$ cat src/rtl/mnre_pkg.sv
// constants, types and register map of the multiply/negate/return execution unit
// assumes a single 100 MHz clock and an AHB-Lite master holding the register bus
// Contract
// - opcode 0x34xx multiplies working register by file
// - 16-bit product split into high/low bytes; the unit keeps it whole in one 16-bit prod register at OFF_PROD
// - multiply leaves working register and file unchanged
// - multiply touches no status flag
// - 0010110s negates working register in one cycle
// - select 0 writes both, 1 writes file
// - negate updates overflow, carry, digit carry, zero
// - opcode 0x0005 pops stack into PC, two cycles
// - return clears global interrupt disable, status bit 4
package mnre_pkg;
  // register byte offsets
  localparam logic [7:0] OFF_INSTR = 8'h00;
  localparam logic [7:0] OFF_WORKING_REGISTER = 8'h04;
  localparam logic [7:0] OFF_PROD = 8'h08;
  localparam logic [7:0] OFF_STATUS = 8'h0C;
  localparam logic [7:0] OFF_PC = 8'h10;
  localparam logic [7:0] OFF_PUSH = 8'h14;
  localparam logic [7:0] OFF_FADDR = 8'h18;
  localparam logic [7:0] OFF_FDATA = 8'h1C;
  // status register field positions
  localparam int BIT_C = 0;
  localparam int BIT_DIGIT_CARRY_FLAG = 1;
  localparam int BIT_Z = 2;
  localparam int BIT_OVERFLOW_FLAG = 3;
  localparam int BIT_GLOBAL_INTERRUPT_DISABLE = 4;
  localparam int BIT_BUSY = 8;
  // opcode patterns
  localparam logic [7:0] OP_MUL_HI = 8'h34;
  localparam logic [6:0] OP_NEG_HI = 7'h16;
  localparam logic [15:0] OP_RETURN = 16'h0005;
  // quarter-cycle indices inside one instruction cycle
  localparam logic [1:0] Q_CLEAR = 2'h2;
  localparam logic [1:0] Q_WRITE = 2'h3;
  // values after reset
  localparam logic [7:0] RST_BYTE = 8'h00;
  localparam logic [15:0] RST_WORD = 16'h0000;
  localparam logic RST_GLOBAL_INTERRUPT_DISABLE = 1'b1;
  // arithmetic status flags
  typedef struct packed {
    logic overflow_flag;
    logic z;
    logic digit_carry_flag;
    logic c;
  } mnre_flags_t;
  // one-hot execution states
  typedef enum logic [2:0] {
    ST_IDLE = 3'b001,
    ST_EXEC = 3'b010,
    ST_NOP = 3'b100
  } mnre_state_t;
endpackage

$ cat src/rtl/mnre_exec.sv
// execution unit for multiply-by-file, negate and return-from-interrupt
// assumes one AHB-Lite master, single word transfers, synchronous inputs
//
// Local design decisions: the register addresses and the AHB-Lite interface to the registers.
`timescale 1ns/1ns
module mnre_exec
  import mnre_pkg::*;
#(
  parameter int FILE_DEPTH = 16,
  parameter int STACK_DEPTH = 16
)
(
  // clock and reset
  input wire logic clk,
  input wire logic rst_n,
  // ahb-lite slave
  input wire logic hsel,
  input wire logic [31:0] haddr,
  input wire logic [1:0] htrans,
  input wire logic hwrite,
  input wire logic [2:0] hsize,
  input wire logic [31:0] hwdata,
  input wire logic hready,
  output logic [31:0] hrdata,
  output logic hreadyout,
  output logic hresp
);
  localparam int FW = $clog2(FILE_DEPTH);
  localparam int SW = $clog2(STACK_DEPTH);
  function automatic logic is_mul(input logic [15:0] op);
    is_mul = (op[15:8] == OP_MUL_HI);
  endfunction
  function automatic logic is_neg(input logic [15:0] op);
    is_neg = (op[15:9] == OP_NEG_HI);
  endfunction
  function automatic logic is_ret(input logic [15:0] op);
    is_ret = (op == OP_RETURN);
  endfunction
  mnre_state_t state, next_state;
  logic [1:0] q, next_q;
  logic [15:0] instr, next_instr;
  logic [7:0] working_register, next_working_register;
  logic [15:0] prod, next_prod;
  mnre_flags_t flags, next_flags;
  logic global_interrupt_disable, next_global_interrupt_disable;
  logic [15:0] pc, next_pc;
  logic [15:0] stack [STACK_DEPTH];
  logic [15:0] next_stack [STACK_DEPTH];
  logic [SW-1:0] sp, next_sp;
  logic [7:0] mem [FILE_DEPTH];
  logic [7:0] next_mem [FILE_DEPTH];
  logic [7:0] faddr, next_faddr;
  logic ad_valid, next_ad_valid;
  logic ad_write, next_ad_write;
  logic [7:0] ad_addr, next_ad_addr;
  logic [31:0] next_hrdata;
  logic [FW-1:0] op_idx;
  logic [7:0] file_at;
  logic [15:0] top_entry;
  logic [7:0] neg_res;
  logic [8:0] neg_sum;
  logic [4:0] neg_low;
  logic bus_wr;

  // operand fetch and negate arithmetic, all combinational
  assign op_idx = instr[FW-1:0];
  assign file_at = mem[op_idx];
  assign top_entry = stack[sp - SW'(1)];
  assign neg_sum = {1'b0, ~working_register} + 9'h001;
  assign neg_low = {1'b0, ~working_register[3:0]} + 5'h01;
  assign neg_res = neg_sum[7:0];
  assign bus_wr = ad_valid & ad_write;

  // ahb address phase capture and registered read data
  always_comb
  begin
    next_ad_valid = hsel & hready & htrans[1];
    next_ad_write = hwrite;
    next_ad_addr = haddr[7:0];
    next_hrdata = hrdata;
    if (hsel & hready & htrans[1] & ~hwrite)
    begin
      case (haddr[7:0])
        OFF_INSTR: next_hrdata = {16'h0000, instr};
        OFF_WORKING_REGISTER: next_hrdata = {24'h000000, working_register};
        OFF_PROD: next_hrdata = {16'h0000, prod};
        OFF_STATUS: next_hrdata = {23'h000000, state != ST_IDLE, 3'h0, global_interrupt_disable,
                                   flags};
        OFF_PC: next_hrdata = {16'h0000, pc};
        OFF_PUSH: next_hrdata = 32'(sp);
        OFF_FADDR: next_hrdata = {24'h000000, faddr};
        OFF_FDATA: next_hrdata = {24'h000000, mem[faddr[FW-1:0]]};
        default: next_hrdata = 32'h00000000;
      endcase
    end
  end

  always_ff @(posedge clk or negedge rst_n)
  begin
    if (!rst_n)
    begin
      ad_valid <= 1'b0;
      ad_write <= 1'b0;
      ad_addr <= RST_BYTE;
      hrdata <= 32'h00000000;
      hreadyout <= 1'b0;
      hresp <= 1'b0;
    end
    else
    begin
      ad_valid <= next_ad_valid;
      ad_write <= next_ad_write;
      ad_addr <= next_ad_addr;
      hrdata <= next_hrdata;
      hreadyout <= 1'b1; // zero wait states, always okay
      hresp <= 1'b0;
    end
  end

  // sequencer and bus writes; execution wins over a same-cycle bus write
  always_comb
  begin
    next_state = state;
    next_q = q;
    next_instr = instr;
    next_working_register = working_register;
    next_prod = prod;
    next_flags = flags;
    next_global_interrupt_disable = global_interrupt_disable;
    next_pc = pc;
    next_stack = stack;
    next_sp = sp;
    next_mem = mem;
    next_faddr = faddr;
    if (bus_wr)
    begin
      case (ad_addr)
        OFF_INSTR:
        begin
          // a new opcode is only taken while idle
          if (state == ST_IDLE)
          begin
            next_instr = hwdata[15:0];
            next_state = ST_EXEC;
          end
        end
        OFF_WORKING_REGISTER: next_working_register = hwdata[7:0];
        OFF_STATUS:
        begin
          next_flags = hwdata[BIT_OVERFLOW_FLAG:BIT_C]; // same bit order as the struct
          next_global_interrupt_disable = hwdata[BIT_GLOBAL_INTERRUPT_DISABLE];
        end
        OFF_PUSH:
        begin
          next_stack[sp] = hwdata[15:0];
          next_sp = sp + SW'(1);
        end
        OFF_FADDR: next_faddr = hwdata[7:0];
        OFF_FDATA: next_mem[faddr[FW-1:0]] = hwdata[7:0];
        default: next_q = q;
      endcase
    end
    case (state)
      ST_IDLE: next_q = 2'h0;
      ST_EXEC:
      begin
        next_q = q + 2'h1;
        if (q == Q_CLEAR && is_ret(instr))
        begin
          next_global_interrupt_disable = 1'b0;
        end
        if (q == Q_WRITE)
        begin
          next_state = is_ret(instr) ? ST_NOP : ST_IDLE;
          // unsigned multiply; leave operands, flags alone
          if (is_mul(instr))
          begin
            next_prod = {8'h00, working_register} * {8'h00, file_at};
          end
          if (is_neg(instr))
          begin
            next_mem[op_idx] = neg_res;
            if (!instr[8])
            begin
              next_working_register = neg_res;
            end
            next_flags.c = neg_sum[8];
            next_flags.digit_carry_flag = neg_low[4];
            next_flags.z = (neg_res == 8'h00);
            next_flags.overflow_flag = working_register[7] & neg_res[7];
          end
          if (is_ret(instr))
          begin
            next_pc = top_entry;
            next_sp = sp - SW'(1);
          end
        end
      end
      ST_NOP:
      begin
        next_q = q + 2'h1;
        if (q == Q_WRITE)
        begin
          next_state = ST_IDLE;
        end
      end
      default:
      begin
        next_state = ST_IDLE;
        next_q = 2'h0;
      end
    endcase
  end

  always_ff @(posedge clk or negedge rst_n)
  begin
    if (!rst_n)
    begin
      state <= ST_IDLE;
      q <= 2'h0;
      instr <= RST_WORD;
      working_register <= RST_BYTE;
      prod <= RST_WORD;
      flags <= '0;
      global_interrupt_disable <= RST_GLOBAL_INTERRUPT_DISABLE;
      pc <= RST_WORD;
      sp <= '0;
      faddr <= RST_BYTE;
      for (int i = 0; i < STACK_DEPTH; i++)
      begin
        stack[i] <= RST_WORD;
      end
      for (int i = 0; i < FILE_DEPTH; i++)
      begin
        mem[i] <= RST_BYTE;
      end
    end
    else
    begin
      state <= next_state;
      q <= next_q;
      instr <= next_instr;
      working_register <= next_working_register;
      prod <= next_prod;
      flags <= next_flags;
      global_interrupt_disable <= next_global_interrupt_disable;
      pc <= next_pc;
      sp <= next_sp;
      faddr <= next_faddr;
      stack <= next_stack;
      mem <= next_mem;
    end
  end

  // checks on the execution behaviour
  a_mul_product: assert property (@(posedge clk) disable iff (!rst_n)
    (state == ST_EXEC && q == Q_WRITE && is_mul(instr))
    |=> prod == {8'h00, $past(working_register)} * {8'h00, $past(file_at)})
    else $error("product pair wrong after multiply");
  a_mul_keeps: assert property (@(posedge clk) disable iff (!rst_n)
    (state == ST_EXEC && q == Q_WRITE && is_mul(instr) && !bus_wr)
    |=> $stable(working_register) && $stable(file_at))
    else $error("multiply changed an operand");
  a_mul_flags: assert property (@(posedge clk) disable iff (!rst_n)
    (state == ST_EXEC && q == Q_WRITE && is_mul(instr) && !bus_wr) |=> $stable(flags))
    else $error("multiply changed status flags");
  a_neg_value: assert property (@(posedge clk) disable iff (!rst_n)
    (state == ST_EXEC && q == Q_WRITE && is_neg(instr))
    |=> file_at == 8'(8'h00 - $past(working_register)))
    else $error("negate result wrong");
  a_neg_dest: assert property (@(posedge clk) disable iff (!rst_n)
    (state == ST_EXEC && q == Q_WRITE && is_neg(instr) && !bus_wr)
    |=> instr[8] ? $stable(working_register) : working_register == file_at)
    else $error("negate destination wrong");
  a_neg_flags: assert property (@(posedge clk) disable iff (!rst_n)
    (state == ST_EXEC && q == Q_WRITE && is_neg(instr))
    |=> flags.z == (file_at == 8'h00) && flags.c == ($past(working_register) == 8'h00)
        && flags.overflow_flag == ($past(working_register) == 8'h80))
    else $error("negate flags wrong");
  a_ret_pop: assert property (@(posedge clk) disable iff (!rst_n)
    (state == ST_EXEC && q == Q_WRITE && is_ret(instr))
    |=> pc == $past(top_entry) && sp == $past(sp) - SW'(1))
    else $error("return did not pop stack");
  a_ret_length: assert property (@(posedge clk) disable iff (!rst_n)
    (state == ST_EXEC && q == 2'h0 && is_ret(instr))
    |-> (state == ST_EXEC) [*4] ##1 (state == ST_NOP) [*4] ##1 state == ST_IDLE)
    else $error("return not two instruction cycles");
  a_ret_order: assert property (@(posedge clk) disable iff (!rst_n)
    (state == ST_EXEC && q == Q_CLEAR && is_ret(instr) && !bus_wr)
    |=> !global_interrupt_disable && $stable(sp) && $stable(pc))
    else $error("interrupt enable or pop out of order");
endmodule

$ cat config.mk
export PLATFORM = sky130hd
export DESIGN_NAME = mnre_exec
export DESIGN_NICKNAME = d
export VERILOG_FILES = /design/src/rtl/mnre_pkg.sv /design/src/rtl/mnre_exec.sv
export SDC_FILE = /design/constraint.sdc
export NUM_CORES = 1
export LEC_CHECK = 0
export BUFFER_PORTS_ARGS = -buffer_cell sky130_fd_sc_hd__buf_2
export CORE_MARGIN = 2
export CORE_UTILIZATION = 50
export DETAILED_ROUTE_END_ITERATION = 10
export PLACE_DENSITY = 0.72
export REMOVE_ABC_BUFFERS = 1
export SLEW_MARGIN = 25
export SYNTH_ARGS = -nofsm -noshare
export SYNTH_HDL_FRONTEND = slang
export SYNTH_SLANG_ARGS = --single-unit
$ cat constraint.sdc
create_clock -name clk -period 6.5 [get_ports clk]
set_input_delay 0.65 -clock clk [delete_from_list [all_inputs] [get_ports clk]]
set_output_delay 0.65 -clock clk [all_outputs]
set_load 0.005 [all_outputs]
==> out/metrics.cfg <==
[clocking]
cts-root-buf = clkbuf_16
cts_resized = 0
htreeDepth = 2
cts_hold_buf = 0
cts_tree = built
clkSinkCount = 489
cts.clk_slew.worst_paths_ps = 60
clock_latency_ps = 620
cts_made_buffers = 53
post_cts_buffers = 0
clk_path_buf_depth = 3

[finish]
seqCellArea_sq_um = 12300
drive_above_1_share_pct = 32.1
syn2layout_area_growth_pct = 8.54
postLayoutCellArea_sq_um = 30000
num-fill-cells = 4428
stdcell_count = 2835
multi_input_area_sq_um = 14200
nets = 2241

[routing]
postRouteAntennaNets = 0
drcViolationCount = 0
wire_per_inst_microns = 24.6
drtIter0Drc = 1524
dr.pass1.iters = 7
vias = 17700
drt-total-wl_mm = 69.9
viasPerCell = 6.25

[sta]
timing.final.ws_setup_ps = 333
whs_ps = 9.06
rsz0062_at_grt = no
fmax_mhz = 162
timing.final.crit_share_pct = 94.9
fin_crit_ps = 6170
slew_viol_final = 0
slew_headroom_pct = 28.3
skew_ps = 46.5
tightest_slew_ps = 1070
finalHoldViolCount = 0
final-setup-viol-count = 0

[synth]
netlist_area_sq_um = 27600
ys_ff_latch = 489
synth_commonest_cells = dfrtp_1, mux2_2, nand2_1
synth_warnings = 0
synthTopCellsByArea = dfrtp_1, mux4_2, mux2_2
ys_seq_area_share_pct = 44.3
syn_avg_cell_area_sq_um = 13.0
synth_ff_type = dfrtp_1
syn_inst = 2134
synth_edf_count = 0
post-synth-top-count-cell = dfrtp_1
yosys.area.top_type = dfrtp_1
ys_types = 78
synth_top_area_share_pct = 44.1
synth-async-reset-ratio_pct = 100

[grt]
grt_max_degree = 167
grt_pass1_vias = 18100
grt_overflow = 0
antenna_found_initial = 2
grtUsageTotal_pct = 25.1
grt_pass1_wl_mm = 110

[floorplanning]
die_w_microns = 239
start_util_pct = 50.4
core-area_sq_um = 54900
io_pins = 108
die_h_microns = 239
rows = 86
dieArea_sq_um = 57200

[power_and_ir_drop]
leakagePower_nw = 12.2
finalPower_mw = 6.92
vdd_ir_drop_max_uv = 234
powerDensity_nw_per_um2 = 231

[setup_path]
cp_max_fo = 17
crit_family = adder cells
critPathKind = reg -> reg
worstRegToRegCells = 16
cp.required_ps = 7060
worstPathCellList = buf_12 > mux4_2 > mux4_2 > and2_1 > fa_1 > inv_1 > fa_1 > fa_1 > fa_1 > inv_1 > ha_1 > or4_1 > a21oi_1 > nor3_1 > or4_1 > nand3_1
rrSetupSlack_ps = 330
end_kind = flip-flop
critical_path_arrival_ps = 6720
slowest_stage = dfrtp_2
crit_top_cell = fa_1
rr_endpoint = prod[14]
worst-path-buf-inv = 3
crit_path_max_incr_delay_ps = 660
start_kind = flip-flop
r2r_start = instr[0]

[place]
place_ws_ps = 307
dp.cells = 2735
io_buffer_count = 46
place_hpwl_mm = 45.1
placed_cell_area_sq_um = 28100
gp_congestion = 0.899

[worst_hold_path]
hold_path_class = in -> async

[flow_run]
cap_violations = 0

[status]
run_status = complete, no violations

-- per-layer routing --
| layer | wire, microns | GRT usage [%] |
|---|---|---|
| met1 | 30700 | 36.7 |
| met2 | 32400 | 38.5 |
| met3 | 4630 | 4.00 |
| met4 | 2140 | 8.43 |
| met5 | 16 | 0 |
-- power breakdown --
part           internal [mW]  leakage, nW  switching, mW
combinational          0.213         5.77          0.289
clock                   1.94        0.907           1.30
sequential              3.13         5.54         0.0568
-- how the worst max path moves through the flow --
stage | from | end | slack, ps | depth (start not counted)
final | instr[0] | prod[14] | 330 | 16
after CTS | instr[0] | prod[14] | 320 | 16
after global routing | instr[0] | prod[14] | 60 | 16
after detailed placement | instr[0] | prod[14] | 310 | 16
after global placement | instr[0] | prod[14] | 390 | 16
after floorplan | instr[0] | prod[14] | -40 | 15
-- sequential cells by signal (all words and copies together), names as in the netlist, 3 cells and up --
signal / count
sp: 4
pc: 16
hrdata: 16
ad_addr: 8
faddr: 8
flags: 4
prod: 16
mem: 128
state: 3
instr: 16
working_register: 8
stack: 256
-- kinds of logic (layout without fill, tap and decap cells) --
family | after synthesis | in the layout | synth area share (%)
AO/OA/AOI/OAI | 234 | 234 | 4.91
multiplexers | 631 | 631 | 32.1
buffers and inverters | 257 | 236 | 4.54
AND/OR/NAND/NOR | 424 | 424 | 9.02
XOR/XNOR | 16 | 16 | 0.507
adder cells (fa/ha/maj) | 81 | 81 | 4.64
other | 2 | 20 | 0.0272
flip-flops | 489 | 489 | 44.3
-- layout by cell type (no fill, tap or decap), types with 6 or more instances in the layout --
master	count
mux4_2	152
nor2_1	32
a22oi_1	6
nor3_2	11
or3_1	8
nand2b_1	8
nor2b_1	13
clkbuf_1	12
and2_1	60
nand4_1	7
nand2_1	179
dfrtp_1	481
a211o_1	6
buf_2	45
o21ai_0	131
clkbuf_8	13
buf_4	22
fa_1	36
nand3_1	14
inv_1	65
mux2_4	56
nor3_4	9
and3_1	7
nor3_1	14
nand2_4	9
nor4_2	6
o21ai_1	18
a22o_1	9
clkbuf_16	53
mux2i_1	167
xnor2_1	9
conb_1	18
a21oi_1	29
bufinv_16	7
mux2_2	249
ha_1	44
-- final cells by class --
| cell class | instances | area share, % |
|---|---|---|
| multi-input cells | 1404 | 47.5 |
| flip-flops and latches | 489 | 40.8 |
| clock buffers | 78 | 5.17 |
| well taps | 704 | 2.94 |
| repair buffers | 73 | 1.66 |
| clock inverters | 20 | 1.10 |
| inverters | 65 | 0.813 |
| diodes | 2 | 0.0167 |
-- through the flow --
step                TNS [ps]  utilization (%)
global route               0             54.7
global placement           0             51.2
detailed placement         0             51.2
finish                     0             54.7
CTS                        0             54.6
floorplan              -39.8                -
Note: power is estimated with default switching activity, not from simulation.
